<file path="config.mk">
export PLATFORM = sky130hd
export DESIGN_NAME = dtc_top
export DESIGN_NICKNAME = d
export VERILOG_FILES = /design/src/hw/dtc_pkg.sv /design/src/hw/dtc_top.sv
export SDC_FILE = /design/constraint.sdc
export NUM_CORES = 1
export LEC_CHECK = 0
export BUFFER_PORTS_ARGS = -buffer_cell sky130_fd_sc_hd__buf_2
export CORE_ASPECT_RATIO = 0.9
export CORE_UTILIZATION = 45
export DETAILED_ROUTE_END_ITERATION = 10
export GPL_TIMING_DRIVEN = 0
export MAX_ROUTING_LAYER = met4
export PLACE_DENSITY = 0.68
export SYNTH_ARGS = -nofsm -noshare
export SYNTH_HDL_FRONTEND = slang
export SYNTH_SLANG_ARGS = --single-unit
</file>
<file path="constraint.sdc">
create_clock -name pclk -period 5.2 [get_ports pclk]
set_input_delay 0.52 -clock pclk [delete_from_list [all_inputs] [get_ports pclk]]
set_output_delay 0.52 -clock pclk [all_outputs]
set_load 0.05 [all_outputs]
</file>
<file path="src/hw/dtc_pkg.sv">
/*
 * Constants, register map and carrier types of the dual timer/counter.
 * Assumes one 50 MHz APB clock, count and gate pins synchronous to it.
 */
// Overview of operation
// - Mode field 00b makes the timer a 13-bit timer/counter.
// - 13-bit mode: five low-byte bits carry straight into high-byte bit 0.
// - 13-bit mode: low-byte bits 7..5 are not counted, content undefined.
// - Timer advances only when run set and gate off or gate pin high.
// - Counter select 0 counts clock ticks, 1 counts count-pin falling edges.
// - 13-bit count wraps 1FFFh to 0000h and sets the overflow flag.
// - Timer tick comes from system divider, div-by-4 and div-by-1 selects.
// - Div-by-4 selects at prescale bits 3,4; div-by-1 at high-speed bits 3,4.
// - Timer B mirrors A: run bit 6, flag bit 7, select 6, gate 7.
// - Timer A mode in mode bits 1..0, timer B mode in bits 5..4.
// - Mode 01b counts all 16 bits, rolls over after FFFFh, sets flag.
// - Mode 10b counts low byte, reloads it from high byte after FFh.
// - Reload mode never changes the high byte; only software does.
// - Split mode: timer A low byte is normal 8-bit timer/counter.
// - Split mode: A high byte counts ticks, B run bit and B flag.
// - Timer B set to split mode stops and holds its value.
// - A split: timer B counts ticks only, no flag, no interrupt.
// - Count pin edge needs two high samples then two low samples.
// - Tick is 12, 4 or 1 clocks per timer, times 4 or 1024 at divider codes 2, 3; changeable while running.
`default_nettype none
package dtc_pkg;
   localparam int ADDR_W = 12;
   // Register indices; byte address is four times the index
   localparam logic [7:0] IDX_CTRL     = 8'h88;
   localparam logic [7:0] IDX_MODE     = 8'h89;
   localparam logic [7:0] IDX_A_LOW    = 8'h8A;
   localparam logic [7:0] IDX_B_LOW    = 8'h8B;
   localparam logic [7:0] IDX_A_HIGH   = 8'h8C;
   localparam logic [7:0] IDX_B_HIGH   = 8'h8D;
   localparam logic [7:0] IDX_PRESCALE = 8'h8E;
   localparam logic [7:0] IDX_HISPEED  = 8'h96;
   localparam logic [7:0] IDX_PMDIV    = 8'h97;
   // Control flag bit positions
   localparam int BIT_A_RUN  = 4;
   localparam int BIT_A_FLAG = 5;
   localparam int BIT_B_RUN  = 6;
   localparam int BIT_B_FLAG = 7;
   // Mode register nibbles
   localparam int NIB_A_LSB = 0;
   localparam int NIB_B_LSB = 4;
   // Clock select bit positions
   localparam int BIT_A_SEL = 3;
   localparam int BIT_B_SEL = 4;
   localparam int BIT_PMD_LSB = 6;
   // Mode field encodings
   localparam logic [1:0] MODE_13BIT  = 2'h0;
   localparam logic [1:0] MODE_16BIT  = 2'h1;
   localparam logic [1:0] MODE_RELOAD = 2'h2;
   localparam logic [1:0] MODE_SPLIT  = 2'h3;
   // Tick periods in system clocks
   localparam logic [15:0] TICK_DIV12 = 16'h000C;
   localparam logic [15:0] TICK_DIV4  = 16'h0004;
   localparam logic [15:0] TICK_DIV1  = 16'h0001;
   // Power management divider codes and extra shifts
   localparam logic [1:0] PMD_SLOW  = 2'h2;
   localparam logic [1:0] PMD_SLOWEST = 2'h3;
   localparam int PMD_SHIFT_SLOW    = 2;
   localparam int PMD_SHIFT_SLOWEST = 10;
   // Edge pattern on four samples, oldest first
   localparam logic [3:0] EDGE_PATTERN = 4'hC;
   localparam logic [7:0] RESET_BYTE   = 8'h00;
   // One timer nibble of the mode register
   typedef struct packed {
      logic       gate;
      logic       count_sel;
      logic [1:0] mode;
   } dtc_ctl_t;
   // Result of one count step
   typedef struct packed {
      logic       ovf;
      logic [7:0] high;
      logic [7:0] low;
   } dtc_step_t;
endpackage
`default_nettype wire

</file>
<file path="src/hw/dtc_top.sv">
/*
 * Dual timer/counter with APB register access.
 * Assumes pins synchronous to pclk and a master keeping APB signalling.
 */
// Design decision made here: the APB slave port.
`default_nettype none
module dtc_top (
   input  wire logic                       pclk,
   input  wire logic                       presetn,
   input  wire logic                       psel,
   input  wire logic                       penable,
   input  wire logic                       pwrite,
   input  wire logic [dtc_pkg::ADDR_W-1:0] paddr,
   input  wire logic [31:0]                pwdata,
   output var  logic [31:0]                prdata,
   output var  logic                       pready,
   output var  logic                       pslverr,
   input  wire logic                       timer_a_count_pin,
   input  wire logic                       timer_b_count_pin,
   input  wire logic                       timer_a_gate_pin,
   input  wire logic                       timer_b_gate_pin,
   input  wire logic                       timer_a_irq_ack,
   input  wire logic                       timer_b_irq_ack,
   output var  logic                       timer_a_overflow_flag,
   output var  logic                       timer_b_overflow_flag
);
   // ----------------------------------------------------------------
   // Declarations
   // ----------------------------------------------------------------
   logic [7:0]  timer_control_flags_reg;
   logic [7:0]  timer_mode_select_reg;
   logic [7:0]  timer_a_count_low_reg;
   logic [7:0]  timer_a_count_high_reg;
   logic [7:0]  timer_b_count_low_reg;
   logic [7:0]  timer_b_count_high_reg;
   logic [7:0]  clock_prescale_control_reg;
   logic [7:0]  clock_highspeed_select_reg;
   logic [1:0]  power_management_divider_reg;
   logic [15:0] presc_a_reg;
   logic [15:0] presc_b_reg;
   logic [3:0]  hist_a_reg;
   logic [3:0]  hist_b_reg;
   logic        pready_reg;
   logic [31:0] prdata_reg;
   logic        pslverr_reg;
   logic        access;
   logic        wr;
   logic [7:0]  idx;
   logic        mapped;
   logic [7:0]  rd_byte;
   dtc_pkg::dtc_ctl_t  ctl_a;
   dtc_pkg::dtc_ctl_t  ctl_b;
   dtc_pkg::dtc_step_t step_a;
   dtc_pkg::dtc_step_t step_b;
   logic        split_a;
   logic        tick_a;
   logic        tick_b;
   logic        edge_a;
   logic        edge_b;
   logic        run_a;
   logic        run_b;
   logic        inc_a;
   logic        inc_b;
   logic        inc_ah;
   logic        set_a;
   logic        set_b;
   logic        clr_a;
   logic        clr_b;

   // ----------------------------------------------------------------
   // Functions
   // ----------------------------------------------------------------
   function automatic dtc_pkg::dtc_step_t count_step(
      input logic [1:0] mode,
      input logic [7:0] lo,
      input logic [7:0] hi);
      dtc_pkg::dtc_step_t r;
      logic [12:0] v13;
      logic [15:0] v16;
      r = '0;
      v13 = {hi, lo[4:0]};
      v16 = {hi, lo};
      unique case (mode)
         dtc_pkg::MODE_13BIT: begin
            v13 = v13 + 13'h0001;
            r.ovf = (v13 == 13'h0000);
            r.high = v13[12:5];
            r.low = {lo[7:5], v13[4:0]};
         end
         dtc_pkg::MODE_16BIT: begin
            v16 = v16 + 16'h0001;
            r.ovf = (v16 == 16'h0000);
            r.high = v16[15:8];
            r.low = v16[7:0];
         end
         dtc_pkg::MODE_RELOAD: begin
            r.ovf = (lo == 8'hFF);
            r.high = hi;
            r.low = r.ovf ? hi : lo + 8'h01;
         end
         dtc_pkg::MODE_SPLIT: begin
            r.ovf = (lo == 8'hFF);
            r.high = hi;
            r.low = lo + 8'h01;
         end
      endcase
      return r;
   endfunction

   function automatic logic [15:0] tick_period(
      input logic       div1,
      input logic       div4,
      input logic [1:0] pmd);
      logic [15:0] p;
      p = div1 ? dtc_pkg::TICK_DIV1 :
          div4 ? dtc_pkg::TICK_DIV4 : dtc_pkg::TICK_DIV12;
      if (pmd == dtc_pkg::PMD_SLOW) begin
         p = p << dtc_pkg::PMD_SHIFT_SLOW;
      end else if (pmd == dtc_pkg::PMD_SLOWEST) begin
         p = p << dtc_pkg::PMD_SHIFT_SLOWEST;
      end
      return p;
   endfunction

   // ----------------------------------------------------------------
   // APB slave
   // ----------------------------------------------------------------
   assign idx = paddr[dtc_pkg::ADDR_W-3:2];
   assign access = psel & penable & pready_reg;
   assign wr = access & pwrite & mapped;
   always_comb begin
      mapped = (paddr[1:0] == 2'h0) &&
               (paddr[dtc_pkg::ADDR_W-1 -: 2] == 2'h0);
      unique case (idx)
         dtc_pkg::IDX_CTRL:     rd_byte = {timer_control_flags_reg[7:4],
                                           4'h0};
         dtc_pkg::IDX_MODE:     rd_byte = timer_mode_select_reg;
         dtc_pkg::IDX_A_LOW:    rd_byte = timer_a_count_low_reg;
         dtc_pkg::IDX_B_LOW:    rd_byte = timer_b_count_low_reg;
         dtc_pkg::IDX_A_HIGH:   rd_byte = timer_a_count_high_reg;
         dtc_pkg::IDX_B_HIGH:   rd_byte = timer_b_count_high_reg;
         dtc_pkg::IDX_PRESCALE: rd_byte = clock_prescale_control_reg;
         dtc_pkg::IDX_HISPEED:  rd_byte = clock_highspeed_select_reg;
         dtc_pkg::IDX_PMDIV:    rd_byte = {power_management_divider_reg,
                                           6'h00};
         default: begin
            rd_byte = 8'h00;
            mapped = 1'b0;
         end
      endcase
   end

   always_ff @(posedge pclk or negedge presetn) begin
      if (!presetn) begin
         pready_reg <= 1'b0;
         prdata_reg <= 32'h0000_0000;
         pslverr_reg <= 1'b0;
      end else begin
         pready_reg <= psel & penable & ~pready_reg;
         if (psel & penable & ~pready_reg) begin
            prdata_reg <= pwrite ? 32'h0000_0000 : {24'h00_0000, rd_byte};
            pslverr_reg <= ~mapped;
         end else begin
            pslverr_reg <= 1'b0;
         end
      end
   end
   assign pready = pready_reg;
   assign prdata = prdata_reg;
   assign pslverr = pslverr_reg;

   // ----------------------------------------------------------------
   // Configuration registers
   // ----------------------------------------------------------------
   always_ff @(posedge pclk or negedge presetn) begin
      if (!presetn) begin
         timer_mode_select_reg <= dtc_pkg::RESET_BYTE;
         clock_prescale_control_reg <= dtc_pkg::RESET_BYTE;
         clock_highspeed_select_reg <= dtc_pkg::RESET_BYTE;
         power_management_divider_reg <= 2'h0;
      end else if (wr) begin
         if (idx == dtc_pkg::IDX_MODE) begin
            timer_mode_select_reg <= pwdata[7:0];
         end
         if (idx == dtc_pkg::IDX_PRESCALE) begin
            clock_prescale_control_reg <= pwdata[7:0];
         end
         if (idx == dtc_pkg::IDX_HISPEED) begin
            clock_highspeed_select_reg <= pwdata[7:0];
         end
         if (idx == dtc_pkg::IDX_PMDIV) begin
            power_management_divider_reg <= pwdata[7:6];
         end
      end
   end

   assign ctl_a = timer_mode_select_reg[dtc_pkg::NIB_A_LSB +: 4];
   assign ctl_b = timer_mode_select_reg[dtc_pkg::NIB_B_LSB +: 4];
   assign split_a = (ctl_a.mode == dtc_pkg::MODE_SPLIT);

   // ----------------------------------------------------------------
   // Tick prescalers
   // ----------------------------------------------------------------
   always_ff @(posedge pclk or negedge presetn) begin
      if (!presetn) begin
         presc_a_reg <= 16'h0000;
         presc_b_reg <= 16'h0000;
      end else begin
         presc_a_reg <= tick_a ? tick_period(
            clock_highspeed_select_reg[dtc_pkg::BIT_A_SEL],
            clock_prescale_control_reg[dtc_pkg::BIT_A_SEL],
            power_management_divider_reg) - 16'h0001
            : presc_a_reg - 16'h0001;
         presc_b_reg <= tick_b ? tick_period(
            clock_highspeed_select_reg[dtc_pkg::BIT_B_SEL],
            clock_prescale_control_reg[dtc_pkg::BIT_B_SEL],
            power_management_divider_reg) - 16'h0001
            : presc_b_reg - 16'h0001;
      end
   end
   assign tick_a = (presc_a_reg == 16'h0000);
   assign tick_b = (presc_b_reg == 16'h0000);

   // ----------------------------------------------------------------
   // Count pin edge detection
   // ----------------------------------------------------------------
   always_ff @(posedge pclk or negedge presetn) begin
      if (!presetn) begin
         hist_a_reg <= 4'h0;
         hist_b_reg <= 4'h0;
      end else begin
         hist_a_reg <= {hist_a_reg[2:0], timer_a_count_pin};
         hist_b_reg <= {hist_b_reg[2:0], timer_b_count_pin};
      end
   end
   assign edge_a = (hist_a_reg == dtc_pkg::EDGE_PATTERN);
   assign edge_b = (hist_b_reg == dtc_pkg::EDGE_PATTERN);

   // ----------------------------------------------------------------
   // Count enables
   // ----------------------------------------------------------------
   assign run_a = timer_control_flags_reg[dtc_pkg::BIT_A_RUN] &
                  (~ctl_a.gate | timer_a_gate_pin);
   assign run_b = timer_control_flags_reg[dtc_pkg::BIT_B_RUN] &
                  (~ctl_b.gate | timer_b_gate_pin);
   assign inc_a = run_a & (ctl_a.count_sel ? edge_a : tick_a);
   assign inc_ah = split_a & tick_a &
                   timer_control_flags_reg[dtc_pkg::BIT_B_RUN];
   always_comb begin
      if (ctl_b.mode == dtc_pkg::MODE_SPLIT) begin
         inc_b = 1'b0;
      end else if (split_a) begin
         inc_b = tick_b;
      end else begin
         inc_b = run_b & (ctl_b.count_sel ? edge_b : tick_b);
      end
   end
   assign step_a = count_step(ctl_a.mode, timer_a_count_low_reg,
                              timer_a_count_high_reg);
   assign step_b = count_step(ctl_b.mode, timer_b_count_low_reg,
                              timer_b_count_high_reg);

   // ----------------------------------------------------------------
   // Count registers, software write wins over a count
   // ----------------------------------------------------------------
   always_ff @(posedge pclk or negedge presetn) begin
      if (!presetn) begin
         timer_a_count_low_reg <= dtc_pkg::RESET_BYTE;
         timer_a_count_high_reg <= dtc_pkg::RESET_BYTE;
      end else begin
         if (wr && idx == dtc_pkg::IDX_A_LOW) begin
            timer_a_count_low_reg <= pwdata[7:0];
         end else if (inc_a) begin
            timer_a_count_low_reg <= step_a.low;
         end
         if (wr && idx == dtc_pkg::IDX_A_HIGH) begin
            timer_a_count_high_reg <= pwdata[7:0];
         end else if (inc_ah) begin
            timer_a_count_high_reg <= timer_a_count_high_reg + 8'h01;
         end else if (inc_a && !split_a) begin
            timer_a_count_high_reg <= step_a.high;
         end
      end
   end

   always_ff @(posedge pclk or negedge presetn) begin
      if (!presetn) begin
         timer_b_count_low_reg <= dtc_pkg::RESET_BYTE;
         timer_b_count_high_reg <= dtc_pkg::RESET_BYTE;
      end else begin
         if (wr && idx == dtc_pkg::IDX_B_LOW) begin
            timer_b_count_low_reg <= pwdata[7:0];
         end else if (inc_b) begin
            timer_b_count_low_reg <= step_b.low;
         end
         if (wr && idx == dtc_pkg::IDX_B_HIGH) begin
            timer_b_count_high_reg <= pwdata[7:0];
         end else if (inc_b) begin
            timer_b_count_high_reg <= step_b.high;
         end
      end
   end

   // ----------------------------------------------------------------
   // Control flags, hardware set wins over clear
   // ----------------------------------------------------------------
   assign set_a = inc_a & step_a.ovf;
   assign set_b = (inc_ah & (timer_a_count_high_reg == 8'hFF)) |
                  (~split_a & inc_b & step_b.ovf);
   assign clr_a = timer_a_irq_ack |
                  (wr & idx == dtc_pkg::IDX_CTRL &
                   ~pwdata[dtc_pkg::BIT_A_FLAG]);
   assign clr_b = timer_b_irq_ack |
                  (wr & idx == dtc_pkg::IDX_CTRL &
                   ~pwdata[dtc_pkg::BIT_B_FLAG]);
   always_ff @(posedge pclk or negedge presetn) begin
      if (!presetn) begin
         timer_control_flags_reg <= dtc_pkg::RESET_BYTE;
      end else begin
         if (wr && idx == dtc_pkg::IDX_CTRL) begin
            timer_control_flags_reg[dtc_pkg::BIT_A_RUN] <=
               pwdata[dtc_pkg::BIT_A_RUN];
            timer_control_flags_reg[dtc_pkg::BIT_B_RUN] <=
               pwdata[dtc_pkg::BIT_B_RUN];
         end
         if (set_a) begin
            timer_control_flags_reg[dtc_pkg::BIT_A_FLAG] <= 1'b1;
         end else if (clr_a) begin
            timer_control_flags_reg[dtc_pkg::BIT_A_FLAG] <= 1'b0;
         end
         if (set_b) begin
            timer_control_flags_reg[dtc_pkg::BIT_B_FLAG] <= 1'b1;
         end else if (clr_b) begin
            timer_control_flags_reg[dtc_pkg::BIT_B_FLAG] <= 1'b0;
         end
      end
   end
   assign timer_a_overflow_flag =
      timer_control_flags_reg[dtc_pkg::BIT_A_FLAG];
   assign timer_b_overflow_flag =
      timer_control_flags_reg[dtc_pkg::BIT_B_FLAG];
endmodule
`default_nettype wire
</file>
; ---- Word level (Yosys, flattened, before mapping)
; Index checks and enable logic that the tools add are counted.
[classes]
add_sub_neg = 11
n_eq_ne = 28
muxes = 35
n_bitwise = 30
reduce_logical = 33
[op_table]
columns = cell, n
row1 = case mux 17 bit (4 select lines), 2
row2 = "== test 8 bit, second input constant", 12
row3 = two-way mux 8 bit, 12
row4 = case mux 8 bit (9 select lines), 1
row5 = zero test 16 bit, 4
row6 = "subtractor 16 x 1 -> 16 bit, second input constant", 4
row7 = two-way mux 14 bit, 4
row8 = "adder 16 x 1 -> 16 bit, second input constant", 2
row9 = two-way mux 16 bit, 2
row10 = "adder 13 x 1 -> 13 bit, second input constant", 2
row11 = zero test 13 bit, 2
row12 = "adder 8 x 1 -> 8 bit, second input constant", 3
row13 = bitwise AND 1 bit, 18
row14 = two-way mux 4 bit, 4
row15 = "== test 2 bit, second input constant", 6
row16 = AND reduction 2 bit, 6
row17 = two-way mux 1 bit, 10
row18 = nonzero test 2 bit, 5
row19 = OR reduction 9 bit, 1
row20 = "== test 4 bit, second input constant", 2
row21 = zero test 2 bit, 4
row22 = logical AND 1 bit, 7
row23 = inverter 1 bit, 7
row24 = "!= test 2 bit, second input constant", 3
row25 = 8 further kinds, 14
[word_totals]
register_bits = 136
inputBits = 55
output_inout_bits = 36

; ---- Depth between registers and ports, before layout
[logic_depth]
ltp_word = 10
depth_mapped = 11
depth_no_buf = 11

; ---- Least setup slack after synthesis
; Ideal clock, no wire load.
[synth_path]
path_kind = reg-to-reg
startpoint = register presc_a_reg[1]
endpoint = register presc_a_reg[14]
arrival_time_ns = 2.639
path_slack_ns = 2.429
path_stages_with_launch = 12
synth_period_minus_slack_ns = 2.771
cell_sequence = dfrtp_1 or4_4 or4_4 nor2_1 a31oi_1 ha_1 nand2_1 nor2_1 o21ai_0 or3_1 nor3_1 xor2_1
[synth_via]
elab_chain_len = 2
[synth_lines]
columns = item, line
row1 = start: declaration, dtc_top.sv:39  ; logic [15:0] presc_a_reg;
row2 = start signal: assignment, dtc_top.sv:209  ; presc_a_reg <= tick_a ? tick_period(
row3 = subtractor 16 x 1 -> 16 bit or zero test 16 bit (tied branches), "dtc_top.sv:213, dtc_top.sv:221"
row4 = two-way mux 16 bit *, dtc_top.sv:209
; Every way passes the cells marked *; elsewhere a longest branch is shown, timed or not.
; A chain may end at the register's enable or synchronous reset.

; ---- Worst setup path after layout
; Same ends and word-level chain as after synthesis.

==> results.md <==
Synthesis:
- In the post-synthesis netlist, the biggest area contributors are sky130_fd_sc_hd__dfrtp_1 38%, sky130_fd_sc_hd__nand2_1 4.3%, sky130_fd_sc_hd__mux2_2 4.0%, sky130_fd_sc_hd__o21ai_0 4.0%, sky130_fd_sc_hd__nor2_1 4.0%.
- Sequential elements use 38.38% of the synthesized area.
- Synthesis inferred about 110 register bits.
- Counting every instance in the synthesized netlist gives roughly 840.
- The average footprint of a synthesized cell is about 8.7 sq um.
- The share of synthesized registers carrying an async set or reset is 100.0%.
- The number of distinct library cells after synthesis is 71.
- Of the post-synthesis cell area, the dominant cell type holds 38.38%.
- The number of enable-type register cells in the synthesized netlist is 0.
- The count of synthesis-stage warnings from yosys is 0.
- The library cell with the largest summed area after synthesis is sky130_fd_sc_hd__dfrtp_1.
- The most used flip-flop cell after synthesis is sky130_fd_sc_hd__dfrtp_1.
- The post-synthesis instance area is about 7300 sq um.

Global route:
- The number of global-route vias before repair is 6081.
- Entering global routing, the biggest net connects 94 pins.
- The first global-routing pass estimated 33.22 mm of wire.
- Summed over all layers, the global routing overflow is 0.
- The initial antenna violation count is 0.
- The total routing resource utilization after global routing is 27.10%.

Clock network:
- The number of gates resized after cts is 0.
- The clock tree root driver cell is sky130_fd_sc_hd__clkbuf_16.
- The clock passes through at most 2 buffers.
- Once the clock tree was built, the setup fixing pass inserted 0 buffers.
- In this run, CTS created clock tree buffers numbering 9.
- The H-tree was split into 3 levels.
- The register clock-pin slew on the reported worst setup and hold paths is 0.08 ns.
- The later pin in the worst-skew pair is clocked with a latency of approximately 0.36 ns.
- Counting every sink on the clock net gives 112.
- The TritonCTS clock tree is yes.

Critical path:
- For this design, the slowest cell found on the critical path is sky130_fd_sc_hd__or4_4.
- The worst setup path is launched from a flop.
- The critical path endpoint category is a flop.
- The maximum fanout encountered on the critical timing path is 5.
- The number of cells on the critical path is 11.
- The critical path contains buffers and inverters numbering 0 combined.
- STA puts the critical path data required time at roughly 5.5 ns.
- For this run, the slowest stage of the critical path takes approximately 0.56 ns.
- Data on the critical path arrives at its endpoint at about 3.4 ns.
- The cell family with the largest share of critical-path delay is simple AND/OR/NAND/NOR gates.
- Walking the worst path, the cells encountered are or4_4, or4_4, nor2_1, a31oi_1, ha_1, nand2_1, nor2_1, o21ai_0, or3_1, nor3_1, xor2_1.
- By startpoint and endpoint, the worst setup path is classified as reg2reg.
- The path depth of the worst reg2reg path is 11.

Place:
- The congestion estimate from routability-driven global placement came to 0.9799.
- The HPWL after detailed placement is ~15 mm.
- The post-place setup slack is between 2 and 2.5 ns.
- Counting tap cells, the placed design contains a total of 1109 instances.
- The cell area after placement is ~7900 sq um.
- The number of port buffers is 39.

Route:
- The first routing iteration left about 700 violations.
- In the routed layout, each cell is associated on average with a via count of between 6 and 7.
- After detailed routing, the total wire length is between 20 and 25 mm.
- The pre-antenna-repair detailed-routing pass consisted of 6 iterations.
- In the final routed layout, each cell accounts on average for ~19 um.
- In the routed design, unresolved DRC markers number 0.
- The count of nets left with antenna violations once routing finished came out at 0.
- The via count of the routed design is 6843.

Die:
- Row generation in the floorplan step produced 43 rows.
- The area of the die is ~17000 sq um.
- The die width is ~140 um.
- For this configuration, the core starts out at a cell density of 46.65%.
- The die height is ~120 um.
- The number of ports placed on the die boundary is between 90 and 100.
- The core region is 15660 sq um.

STA:
- The worst hold slack is between 0.2 and 0.3 ns.
- Setup repair after global routing left no endpoint under its margin.
- The accumulated negative setup slack is 0 ns.
- The least setup slack across all paths after layout is approximately 2.0 ns.
- The number of endpoints with negative hold slack in the final report is 0.
- For the pin with the worst max-slew slack, the measured transition is 0.9915 ns.
- The final worst clock skew is approximately 0.006 ns.
- The final critical path time including I/O delays and setup is about 3.2 ns.
- The total count of max-transition violations in the final report is 0.
- Headroom to the max-slew limit came out at about a third.
- The final setup violation count is 0.
- Dividing the final minimum period by the clock period gives 60.60%.
- Based on the critical path, the design can be clocked at up to 0.3173 GHz.

Power and ir drop:
- The leakage power summed over all cells is ~3.5 nW.
- Summing internal, switching and leakage power gives between 2 and 2.5 mW.
- Dividing total power by cell area gives a power density of approximately 270 nW/um^2.
- IR analysis of the VDD net gives a maximum drop of 0.0003042 V.

Flow run:
- The count of max-cap constraint violations is 0.

Worst hold path:
- Along the worst hold path, the cell count comes to 1.
- The classification of the worst-slack hold path is in2reg.

Finish:
- The core occupancy in the finished layout is 52.34%.
- The library cell used most frequently in the layout, excluding fill and tap cells, is sky130_fd_sc_hd__dfrtp_1.
- The layout cell share with drive strength beyond 1 is roughly an eighth.
- The synthesis-to-layout area growth is 12.20%.
- The final cell count without fillers is roughly 1100.
- The library cells used most frequently in the layout, excluding fill and tap cells, are 112 x sky130_fd_sc_hd__dfrtp_1, 84 x sky130_fd_sc_hd__nand2_1, 77 x sky130_fd_sc_hd__nor2_1.
- Summing all non-filler instances in the final layout gives an area of 8194 sq um.
- The post-layout net count is 981.
- The number of diodes added for antenna fixing is 0.

Outcome:
- The run finished with clean final reports.
synthesized netlist by cell type (all sizes together), types with 7 or more instances:
cell type    n
nor4        12
clkbuf      49
a21oi       47
nor3        23
and3        14
mux2        27
and2         7
xor2        24
a211oi       8
a22oi       12
inv         18
a31oi       15
nor2        78
a22o         9
o21ai       59
o22ai        8
nand3       28
dfrtp      112
o211ai       9
nand2b      12
nor2b       11
buf         28
mux2i       11
nand2       84
ha           7
a221oi       8
xnor2       21
nand4       13
cell families (layout without fill, tap and decap cells):
group           Yosys count  after routing  synth area share, %
xor+xnor                 45             45                5.397
simple gates            316            316                21.47
fa+ha+maj                 7              7                1.199
compound gates          226            226                20.32
buf+inv                  95            152                6.287
flops                   112            112                38.38
other cells               1             24              0.05135
mux                      42             42                6.904
where the power goes:
part	switching, mW	internal (mW)	total, mW
Combinational	0.231	0.146	0.377
Clock	0.354	0.395	0.749
Sequential	0.110	0.963	1.07
path summary, 6_finish.rpt:
path                                          start  slack (ns)                                     to
setup / recovery           presc_a_reg[1]$_DFF_PN0_        2.05              presc_a_reg[14]$_DFF_PN0_
hold / removal                    timer_a_count_pin        0.26                hist_a_reg[0]$_DFF_PN0_
setup reg to reg           presc_a_reg[1]$_DFF_PN0_        2.05              presc_a_reg[14]$_DFF_PN0_
hold reg to reg             hist_a_reg[2]$_DFF_PN0_        0.38                hist_a_reg[3]$_DFF_PN0_
max in group asynchronous                   presetn        3.92  timer_b_count_high_reg[6]$_DFFE_PN0P_
min in group asynchronous                   presetn        0.56              presc_a_reg[15]$_DFF_PN0_
timing repair:
item,CTS,global route
hold buffers,1,0
setup endpoints to repair,0,0
hold endpoints to repair,19,0
area by class of cell:
class                           instances  area, sq um
Tap cell                              202        252.7
Inverter                               18        67.56
Buffer                                 77        391.6
Timing Repair Buffer                   41        239.0
Fill cell                            1489         7462
Clock buffer                           10        239.0
Clock inverter                          6        73.82
Sequential cell                       112         2803
Multi-Input combinational cell        660         4128
layer usage:
metal / GRT usage [%] / up-vias / wire length (um)
met2: 38.86 / 340 / 9290
met1: 38.40 / 3268 / 9696
li1: - / 3197 / -
met5: - / - / 0
met3: 5.411 / 38 / 1811
met4: 8.056 / 0 / 413
(Power assumes the default switching activity.)
